$ cat config.mk
export PLATFORM = sky130hd
export DESIGN_NAME = gafp_alert_protect
export DESIGN_NICKNAME = d
export VERILOG_FILES = /design/src/core/gafp_pkg.sv /design/src/core/gafp_alert_protect.sv /design/src/core/gafp_sticky_flag.sv
export SDC_FILE = /design/constraint.sdc
export NUM_CORES = 1
export LEC_CHECK = 0
export BUFFER_PORTS_ARGS = -buffer_cell sky130_fd_sc_hd__buf_2
export CAP_MARGIN = 20
export CORE_UTILIZATION = 54
export DETAILED_ROUTE_END_ITERATION = 7
export HOLD_SLACK_MARGIN = 0.03
export PLACE_DENSITY = 0.9
export SYNTH_ARGS = -nofsm -noshare
export SYNTH_HDL_FRONTEND = slang
export SYNTH_HIERARCHICAL = 1
export SYNTH_SLANG_ARGS = --single-unit
$ cat constraint.sdc
create_clock -name core_clk -period 3.1 [get_ports core_clk]
set_input_delay 0.31 -clock core_clk [delete_from_list [all_inputs] [get_ports core_clk]]
set_output_delay 0.31 -clock core_clk [all_outputs]
set_load 0.05 [all_outputs]
$ cat src/core/gafp_pkg.sv
// shared constants and types of the gauge alert and gate protection block
package gafp_pkg;

   // ************************************************************
   // register map on the control bus
   // ************************************************************
   localparam int ADDR_W = 8;
   localparam logic [7:0] OFF_CMD = 8'h00;
   localparam logic [7:0] OFF_CONFIG = 8'h04;
   localparam logic [7:0] OFF_STATUS = 8'h08;
   localparam logic [7:0] OFF_THRESHOLD = 8'h0C;
   localparam logic [7:0] OFF_ALERT_RESP = 8'h10;
   localparam logic [1:0] RESP_OKAY = 2'h0;
   localparam logic [1:0] RESP_SLVERR = 2'h2;
   localparam logic [3:0] CMD_STRB = 4'h7;

   // ************************************************************
   // command codes and alert response
   // ************************************************************
   localparam logic [7:0] CMD_THRESH_LOW = 8'h00;
   localparam logic [7:0] CMD_THRESH_HIGH = 8'h01;
   localparam logic [7:0] CMD_SETTINGS = 8'h04;
   // seven-bit bus address answered by the alert response register
   localparam logic [6:0] ALERT_RESP_BUS_ADDR = 7'h0C;
   localparam logic [7:0] ALERT_RESP_BYTE = 8'h8F;
   localparam logic [7:0] STATUS_UNUSED_ONES = 8'hFF;

   // ************************************************************
   // reset values
   // ************************************************************
   localparam logic [15:0] CONFIG_RESET = 16'h0000;
   localparam logic [31:0] THRESHOLD_RESET = 32'h0000_0000;

   // ************************************************************
   // timing
   // ************************************************************
   localparam int CLK_MHZ = 100;
   localparam int POR_TIMEOUT_US = 25000;
   localparam int POR_CYCLES = POR_TIMEOUT_US * CLK_MHZ;
   localparam int POR_CNT_W = 22;

   // ************************************************************
   // carriers
   // ************************************************************
   typedef struct packed {
      logic [7:0] spare;
      logic softSleepBit;
      logic thresholdCheckEnable;
      logic directionAlertEnable;
      logic clearAlertsBit;
      logic disGateForceHigh;
      logic disGateForceLow;
      logic chgGateForceHigh;
      logic chgGateForceLow;
   } gafp_config_type;

   typedef struct packed {
      logic porBusy;
      logic chargeDir;
      logic thresholdAlert;
      logic alertPending;
      logic disOvercurrentLatch;
      logic chgOvercurrentLatch;
      logic thresholdHitFlag;
      logic directionFlippedFlag;
   } gafp_status_type;

   typedef struct packed {
      logic [7:0] code;
      logic [15:0] data;
   } gafp_cmd_type;

endpackage

$ cat src/core/gafp_alert_protect.sv
// alert latching, gate driver decode and command handling over AXI4-Lite
//
// Chosen here: the register offsets and the AXI4-Lite register port.
`timescale 1ns/1ns
// Contract
// - direction reversal sets sticky direction flag until explicitly cleared
// - direction flag clears on clear bit, soft sleep or reset
// - with direction alert enabled, flag setting raises the alert
// - command 0x00 disables threshold alert, loads threshold bytes 0 and 1
// - command 0x01 loads threshold bytes 2 and 3, re-enables alert
// - command 0x04 stores both data bytes into settings word, except bit 4, which gives a one-cycle clear and reads back 0
// - charge comparator means charge overcurrent, discharge comparator discharge
// - overcurrent raises alert and sets matching latch until cleared
// - overcurrent alerts whatever the gate force bits say
// - gate output decoded from force bits, latch and comparator
// - free running gate turns transistor off while overcurrent present
// - free running alert latches at first event until cleared
// - gates held released while power-on timeout runs
// - overcurrent alerts in every setting except soft sleep; threshold and direction only when enabled
// - alert holds until clear bit, alert response read, soft sleep or reset
// - alert response read while alerting answers acknowledged byte 0x8F
// - alert pin is open drain, active low
// - counter equal to threshold sets hit flag and raises alert
// - threshold check only when enabled; reset disables it
// - soft sleep clears all pending alerts and latched status
module gafp_alert_protect #(
   parameter int POR_CYCLES = gafp_pkg::POR_CYCLES
) (
   // clock and reset
   input wire logic core_clk,
   input wire logic srst,
   // axi4-lite write
   input wire logic [gafp_pkg::ADDR_W-1:0] awaddr,
   input wire logic awvalid,
   output logic awready,
   input wire logic [31:0] wdata,
   input wire logic [3:0] wstrb,
   input wire logic wvalid,
   output logic wready,
   output logic [1:0] bresp,
   output logic bvalid,
   input wire logic bready,
   // axi4-lite read
   input wire logic [gafp_pkg::ADDR_W-1:0] araddr,
   input wire logic arvalid,
   output logic arready,
   output logic [31:0] rdata,
   output logic [1:0] rresp,
   output logic rvalid,
   input wire logic rready,
   // analog front end
   input wire logic chargeDir,
   input wire logic chgComparatorOut,
   input wire logic disComparatorOut,
   input wire logic [31:0] countValue,
   // open-drain pins
   output logic alertOut,
   output logic alertOe,
   output logic chgGateDrive,
   output logic chgGateOe,
   output logic disGateDrive,
   output logic disGateOe
);
   import gafp_pkg::*;

   // ************************************************************
   // state
   // ************************************************************
   gafp_config_type cfg;
   gafp_status_type stat;
   gafp_cmd_type cmd;
   logic [31:0] threshold;
   logic thresholdAlert;
   logic clrPulse;
   logic dirPrev;
   logic porBusy;
   logic [POR_CNT_W-1:0] porCount;
   logic [ADDR_W-1:0] awAddrHeld;
   logic [31:0] wDataHeld;
   logic [3:0] wStrbHeld;
   logic writeGo;
   logic cmdGo;
   logic readTake;
   logic araClear;
   logic dirEvent;
   logic cmpEvent;
   logic alertEvent;
   logic dirFlag;
   logic hitFlag;
   logic chgLatch;
   logic disLatch;
   logic alertPending;
   logic [31:0] next_rdata;
   logic [1:0] next_rresp;

   // ************************************************************
   // power-on timeout
   // ************************************************************
   // timeout after reset
   always_ff @(posedge core_clk) begin
      if (srst) begin
         porCount <= '0;
         porBusy <= 1'b1;
      end else if (porBusy) begin
         porCount <= porCount + POR_CNT_W'(1);
         porBusy <= (porCount != POR_CNT_W'(POR_CYCLES - 1));
      end
   end

   // ************************************************************
   // write channel
   // ************************************************************
   // address and data may arrive in either order; readies drop until
   // the response is taken, so one write at a time
   assign writeGo = !awready && !wready && !bvalid;
   assign cmdGo = writeGo && (awAddrHeld == OFF_CMD) &&
                  ((wStrbHeld & CMD_STRB) == CMD_STRB);
   assign cmd = wDataHeld[23:0];

   always_ff @(posedge core_clk) begin
      if (srst) begin
         awready <= 1'b1;
         wready <= 1'b1;
         bvalid <= 1'b0;
         bresp <= RESP_OKAY;
         awAddrHeld <= '0;
         wDataHeld <= '0;
         wStrbHeld <= '0;
      end else begin
         if (awvalid && awready) begin
            awready <= 1'b0;
            awAddrHeld <= awaddr;
         end
         if (wvalid && wready) begin
            wready <= 1'b0;
            wDataHeld <= wdata;
            wStrbHeld <= wstrb;
         end
         if (writeGo) begin
            bvalid <= 1'b1;
            bresp <= cmdGo ? RESP_OKAY : RESP_SLVERR;
         end
         if (bvalid && bready) begin
            bvalid <= 1'b0;
            awready <= 1'b1;
            wready <= 1'b1;
         end
      end
   end

   // ************************************************************
   // command execution
   // ************************************************************
   always_ff @(posedge core_clk) begin
      if (srst) begin
         threshold <= THRESHOLD_RESET;
         thresholdAlert <= 1'b1;
      end else if (cmdGo) begin
         if (cmd.code == CMD_THRESH_LOW) begin
            threshold[15:0] <= cmd.data;
            thresholdAlert <= 1'b0;
         end
         if (cmd.code == CMD_THRESH_HIGH) begin
            threshold[31:16] <= cmd.data;
            thresholdAlert <= 1'b1;
         end
      end
   end

   always_ff @(posedge core_clk) begin
      if (srst) begin
         cfg <= CONFIG_RESET;
         clrPulse <= 1'b0;
      end else begin
         clrPulse <= 1'b0;
         if (cmdGo && cmd.code == CMD_SETTINGS) begin
            cfg <= cmd.data;
            cfg.clearAlertsBit <= 1'b0;
            clrPulse <= cmd.data[4];
         end
      end
   end

   // ************************************************************
   // events and sticky flags
   // ************************************************************
   always_ff @(posedge core_clk) begin
      if (srst) begin
         dirPrev <= 1'b0;
      end else begin
         dirPrev <= chargeDir;
      end
   end

   assign dirEvent = (chargeDir != dirPrev) && !porBusy;
   assign cmpEvent = cfg.thresholdCheckEnable && thresholdAlert &&
                     (countValue == threshold);
   assign alertEvent = chgComparatorOut || disComparatorOut || cmpEvent ||
                       (dirEvent && cfg.directionAlertEnable);
   // alert response read clears the alert
   assign readTake = arvalid && arready;
   assign araClear = readTake && (araddr == OFF_ALERT_RESP) && alertPending;

   gafp_sticky_flag u_dirFlag (
      .core_clk(core_clk),
      .srst(srst),
      .setEvent(dirEvent),
      .clearPulse(clrPulse),
      .clearLevel(cfg.softSleepBit),
      .flag(dirFlag)
   );

   gafp_sticky_flag u_hitFlag (
      .core_clk(core_clk),
      .srst(srst),
      .setEvent(cmpEvent),
      .clearPulse(clrPulse),
      .clearLevel(cfg.softSleepBit),
      .flag(hitFlag)
   );

   gafp_sticky_flag u_chgLatch (
      .core_clk(core_clk),
      .srst(srst),
      .setEvent(chgComparatorOut),
      .clearPulse(clrPulse),
      .clearLevel(cfg.softSleepBit),
      .flag(chgLatch)
   );

   gafp_sticky_flag u_disLatch (
      .core_clk(core_clk),
      .srst(srst),
      .setEvent(disComparatorOut),
      .clearPulse(clrPulse),
      .clearLevel(cfg.softSleepBit),
      .flag(disLatch)
   );

   // alert held until clear or response
   gafp_sticky_flag u_alert (
      .core_clk(core_clk),
      .srst(srst),
      .setEvent(alertEvent),
      .clearPulse(clrPulse || araClear),
      .clearLevel(cfg.softSleepBit),
      .flag(alertPending)
   );

   // ************************************************************
   // pins
   // ************************************************************
   // oe high means pulling low; released means the transistor is off
   function automatic logic gateOe(input logic hi, input logic lo,
                                   input logic latch, input logic cmp);
      logic oe;
      oe = 1'b0;
      unique case ({hi, lo})
         2'b00: oe = !latch;
         2'b01: oe = 1'b1;
         2'b10: oe = 1'b0;
         2'b11: oe = !cmp;
      endcase
      return oe;
   endfunction

   always_ff @(posedge core_clk) begin
      if (srst) begin
         chgGateOe <= 1'b0;
         disGateOe <= 1'b0;
      end else if (porBusy) begin
         chgGateOe <= 1'b0;
         disGateOe <= 1'b0;
      end else begin
         chgGateOe <= gateOe(cfg.chgGateForceHigh, cfg.chgGateForceLow,
                             chgLatch, chgComparatorOut);
         disGateOe <= gateOe(cfg.disGateForceHigh, cfg.disGateForceLow,
                             disLatch, disComparatorOut);
      end
   end

   always_ff @(posedge core_clk) begin
      if (srst) begin
         alertOe <= 1'b0;
         alertOut <= 1'b0;
         chgGateDrive <= 1'b0;
         disGateDrive <= 1'b0;
      end else begin
         alertOe <= alertPending;
         alertOut <= 1'b0;
         chgGateDrive <= 1'b0;
         disGateDrive <= 1'b0;
      end
   end

   // ************************************************************
   // read channel
   // ************************************************************
   assign stat = '{porBusy: porBusy, chargeDir: chargeDir,
                   thresholdAlert: thresholdAlert,
                   alertPending: alertPending,
                   disOvercurrentLatch: disLatch,
                   chgOvercurrentLatch: chgLatch,
                   thresholdHitFlag: hitFlag,
                   directionFlippedFlag: dirFlag};

   always_comb begin
      next_rdata = 32'h0000_0000;
      next_rresp = RESP_OKAY;
      unique case (araddr)
         OFF_CMD: next_rdata = 32'h0000_0000;
         OFF_CONFIG: next_rdata = {16'h0000, cfg};
         OFF_STATUS: next_rdata = {16'h0000, STATUS_UNUSED_ONES, stat};
         OFF_THRESHOLD: next_rdata = threshold;
         // bit 8 marks the acknowledge
         OFF_ALERT_RESP: next_rdata = alertPending ?
                            {23'h00_0000, 1'b1, ALERT_RESP_BYTE} :
                            32'h0000_0000;
         default: next_rresp = RESP_SLVERR;
      endcase
   end

   always_ff @(posedge core_clk) begin
      if (srst) begin
         arready <= 1'b1;
         rvalid <= 1'b0;
         rdata <= 32'h0000_0000;
         rresp <= RESP_OKAY;
      end else begin
         if (readTake) begin
            arready <= 1'b0;
            rvalid <= 1'b1;
            rdata <= next_rdata;
            rresp <= next_rresp;
         end
         if (rvalid && rready) begin
            rvalid <= 1'b0;
            arready <= 1'b1;
         end
      end
   end
endmodule

$ cat src/core/gafp_sticky_flag.sv
// sticky event flag with pulse clear and level clear
`timescale 1ns/1ns
module gafp_sticky_flag (
   // clock and reset
   input wire logic core_clk,
   input wire logic srst,
   // control
   input wire logic setEvent,
   input wire logic clearPulse,
   input wire logic clearLevel,
   // state
   output logic flag
);

   // set beats a pulse clear; a level clear (sleep) beats everything
   always_ff @(posedge core_clk) begin
      if (srst || clearLevel) begin
         flag <= 1'b0;
      end else if (setEvent) begin
         flag <= 1'b1;
      end else if (clearPulse) begin
         flag <= 1'b0;
      end
   end

endmodule

Word-level counts from Yosys, hierarchy flattened --
Cells that the tools add are included. W data, S select, Z words.
Storage, ports and cells: bits in registers 157, output and inout port bits 47, input port bits 94, logic and storage cells 116
Cells by class: add/sub/neg operators 1, reductions and logical operators 48, equal/unequal tests 16, mux-type cells 16, bitwise gates (word level) 1
Operators with widths (count):
- $pmux W32 S4 | 1
- $eq A32 B32 Y1 | 1
- $logic_not A8 Y1 | 3
- $add A22 B1 Y22 const B | 1
- $ne A22 B22 Y1 const B | 1
- $eq A8 B3 Y1 const B | 2
- $eq A8 B4 Y1 const B | 2
- $logic_and A1 B1 Y1 | 16
- $reduce_bool A2 Y1 | 6
- $mux W1 | 10
- $mux W9 | 1
- $eq A2 B2 Y1 const B | 4
- $eq A8 B1 Y1 const B | 1
- $eq A8 B5 Y1 const B | 1
- $logic_not A1 Y1 | 8
- $pmux W1 S4 | 2
- $reduce_or A2 Y1 | 4
- $reduce_and A2 Y1 | 3
- $logic_or A1 B1 Y1 | 5
- $reduce_or A5 Y1 | 1
- $eq A2 B1 Y1 const B | 2
- $logic_not A2 Y1 | 2
- $mux W2 | 2
- $eq A3 B3 Y1 const B | 1
- other kinds (2) | 2

Logic depth before layout (Yosys ltp) --
word-level depth 8, gate-level depth with buffers 7, depth with buffers taken out 6

Hierarchy --
Netlist, hierarchy kept.
Modules (own cells, without submodules):
- gafp_alert_protect | area each 6217.2 sq um, times used 1, cells an instance 694, seq. area each 3002.9 sq um
- gafp_sticky_flag | area each 45.0 sq um, times used 5, cells an instance 4, seq. area each 20.0 sq um

Worst setup path after synthesis --
OpenSTA, ideal clock, no wires.
path kind register -> register, from register bvalid, to register threshold[20], setup time 128 ps, path buffers 2, arrival time 2283 ps, setup slack 689 ps, stages on the path, launching flop included 8, clock period less this slack 2411 ps, path through dfxtp_1 or3_4 or4_4 or4_4 buf_6 buf_8 mux2i_1 nor2_1
On the way: longest elaborated chain between the ends 5
RTL lines:
- from (decl) | line gafp_alert_protect.sv:41 | output logic bvalid,
- from (signal assigned) | line gafp_alert_protect.sv:124 | bvalid <= 1'b0;
- from (signal assigned) | line gafp_alert_protect.sv:140 | bvalid <= 1'b1;
- from (signal assigned) | line gafp_alert_protect.sv:144 | bvalid <= 1'b0;
- $logic_not A1 Y1 | line gafp_alert_protect.sv:115 | assign writeGo = !awready && !wready && !bvalid;
- $logic_and A1 B1 Y1 | line gafp_alert_protect.sv:115
- $logic_and A1 B1 Y1 (2 in series) | line gafp_alert_protect.sv:116 | assign cmdGo = writeGo && (awAddrHeld == OFF_CMD) &&
- $reduce_and A2 Y1 (no source line)
- to (signal assigned) | line gafp_alert_protect.sv:164 | threshold[31:16] <= cmd.data;
- to (decl) | line gafp_alert_protect.sv:72 | logic [31:0] threshold;
Every way passes these cells. A chain may end at the register's enable or synchronous reset.

Worst setup path after layout --
from register awready, to register threshold[31]
On the way: longest elaborated chain between the ends 6
RTL lines:
- from (decl) | line gafp_alert_protect.sv:35 | output logic awready,
- from (signal assigned) | line gafp_alert_protect.sv:122 | awready <= 1'b1;
- from (signal assigned) | line gafp_alert_protect.sv:131 | awready <= 1'b0;
- from (signal assigned) | line gafp_alert_protect.sv:145 | awready <= 1'b1;
- $logic_not A1 Y1 | line gafp_alert_protect.sv:115
- $logic_and A1 B1 Y1 (2 in series) | line gafp_alert_protect.sv:115
- $logic_and A1 B1 Y1 (2 in series) | line gafp_alert_protect.sv:116
- $reduce_and A2 Y1 (no source line)
Every way passes these cells.

==> out/results.tsv <==
metric	value	unit
outcome	finished, violations left	
failing checks	DRC	
Min Hold Slack	0.0953	ns
placed cell area	7110	sq um
Comb power frac	0.069	
CTS H-tree lvls	4	
clk slew on worst S/H paths	0.07	ns
Hold Buf Count CTS	0	
pin count of the biggest net entering global routing	87	
Max Root-Sink Buffers	2	
fraction of layout cells with a size suffix above 1	0.216	
Post-synth EDFFs	0	
PwrDens	579	nW/um^2
clock tree root driver cell	clkbuf_16	
Routed WL	16.2	mm
ys async rst share	0	
Netlist cell types	45	
min-delay src	wvalid	
WP data arrival	2.67	ns
ys flop type	dfxtp_1	
vias per std cell	5.61	
R2R Setup Slk	0.72	ns
slowest stage cell, crit path	or4_4	
final setup vio count	0	
placed cells	950	
post-synthesis register bit count	155	
initial antenna violation count	1	
kind of end point of the critical path	register	
Detailed Place HPWL	10.9	mm
Hold Fails Final Rpt	0	
r2r endpoint	threshold[31]	
Ant. Diodes	0	
Post-CTS Setup Bufs	0	
vias in the first global route	5201	
CP max FO	17	
Total GRT Usage	0.271	
drt first pass iters	6	
final instance area	7700	sq um
DR WL/cell	16.4	um
Period minus WS final	2.38	ns
Sink Count	155	
count leader, synth	dfxtp_1	
top cells by count, synth	155 x dfxtp_1, 109 x nor2_1, 88 x nand2_1	
Worst Tran Pin Value	0.941	ns
die span in x	111	um
Clk network pwr share	0.466	
Avg Cell Area, Syn	9.02	sq um
leakage	3.28	nW
port buffer count	126	
fillers	877	
Final Cycle Share	0.769	
vias	5513	
Hold Path Depth	2	
Max Clock Freq	420	MHz
full die area	12400	sq um
GR Overflow Total	0	
WHS Endpoint	wready	
Max Clock Skew	0.00805	ns
Crit path required time	3.38	ns
Critical Path Source Type	register	
Sw Ratio	0.250	
num ports	141	
worst r2r path cells	5	
RSZ-0062 raised after global routing	false	
area delta synth->final	19.5	%
CTS tree	built	
Core Region	11500	sq um
final setup TNS	0	ns
CP top delay family	simple AND/OR/NAND/NOR gates	
Die Y	111	um
Placer Congestion	0.839	
first-iteration detailed-routing DRC count	521	
Synth warnings	6	
Peak VDD IR	0.473	mV
NetSw	0.00111	W
worst skew pair latency	0.43	ns
mapped cell area	6440	sq um
Starting Density	0.559	
post-route ant nets	0	
Seq/Total Area, Yosys	0.482	
R2R Path Start	awready	
Max-Cap Viols	0	
Rel. slew slack	0.373	
sequential share of power	0.465	
Slew Viols, Final	0	
CP dominant cell by count	or4_4	
DR DRC count	19	
critical path cell sequence	or3_4 -> or4_4 -> or4_4 -> mux2i_1 -> nor2_1	
Post-Layout Cell Count	982	
largest area contributor in the netlist	dfxtp_1	
CP Buf/Inv Count	0	
fin nets	921	
first-pass GRT wire length	26.4	mm
post-CTS sizing	0	
Worst Hold Class	input port to register	
Yosys top cell area share	0.482	
Internal	0.00335	W
Crit Path Class	register to register	
Area contributors post-synth	dfxtp_1 48%, mux2i_1 7.8%, nor2_1 6.4%, xor2_1 6.1%, nand2_1 5.1%	
max incr delay on CP	0.62	ns
row count	39	
Gate Count Post-Synth	714	
number of buffers created by CTS	17	
==> cells in the final DEF, fill, tap and decap left out, drive strengths merged, types with 18 or more instances in the layout <==
cell      n
dfxtp   155
buf     132
nor2    109
nand2    88
a21oi    55
mux2i    50
xor2     45
a22oi    22
nand3    21
clkbuf   18
==> through the flow <==
step           utilization  power, W  setup WS (ns)
2_1_floorplan            -   0.00231          0.689
3_3_place_gp         0.617   0.00241          0.853
3_5_place_dp         0.617   0.00242          0.782
4_1_cts              0.669   0.00447          0.725
5_1_grt              0.669   0.00460          0.591
6_report             0.669   0.00446          0.716
==> cell families (layout without fill, tap and decap cells) <==
logic type      count (synthesis)  count (layout)  share of synthesized area
xor+xnor                       53              53                     0.0721
mux                            57              57                     0.0899
flops                         155             155                      0.482
other cells                     1               5                   0.000582
buf+inv                        46             167                     0.0355
fa+ha+maj                       1               1                    0.00194
simple gates                  290             290                      0.213
compound gates                111             111                      0.105
==> registers in the layout (all words and copies together) (netlist names), 3 cells and up <==
signal / cells
rdata: 32
threshold: 32
wDataHeld: 24
porCount: 22
cfg: 15
awAddrHeld: 8
wStrbHeld: 3
==> metal layers <==
metal,up-vias,part of all wire,GRT usage
li1,2675,-,-
met5,-,0.00050,0
met1,2562,0.41,0.338
met2,229,0.47,0.432
met3,45,0.088,0.0837
met4,2,0.031,0.119
==> worst max-delay path by stage <==
| stage | slack, ns | startpoint | cells after the start | to |
|---|---|---|---|---|
| after floorplan | 0.69 | bvalid | 7 | threshold[20] |
| after global placement | 0.85 | awready | 6 | threshold[2] |
| after detailed placement | 0.78 | awready | 6 | threshold[6] |
| after CTS | 0.73 | awready | 5 | threshold[31] |
| after global routing | 0.59 | awready | 6 | threshold[15] |
| final | 0.72 | awready | 5 | threshold[31] |
==> power by group through the flow <==
stage	Clock, W	Sequential [W]	Combinational (W)
after floorplan	0	0.00213	0.000178
after global placement	0	0.00211	0.000297
after detailed placement	0	0.00212	0.000303
after CTS	0.00209	0.00207	0.000306
after global routing	0.00219	0.00208	0.000338
final	0.00208	0.00207	0.000307
==> layout make-up <==
type,instances,area [sq um],share of cell area
inverter,3,11.3,0.00146
timing repair buffer,132,678,0.0881
sequential,155,3100,0.403
multi-input combinational,517,3140,0.407
clock buffer,18,429,0.0557
clock inverter,14,163,0.0211
tap,143,179,0.0232
==> worst reg2reg max path, cell delays in order (launching register included) <==
cell and delay (ns):
dfxtp_1 0.41, or3_4 0.38, or4_4 0.48, or4_4 0.62, mux2i_1 0.28, nor2_1 0.07
Note: power is estimated with default switching activity, not from simulation.
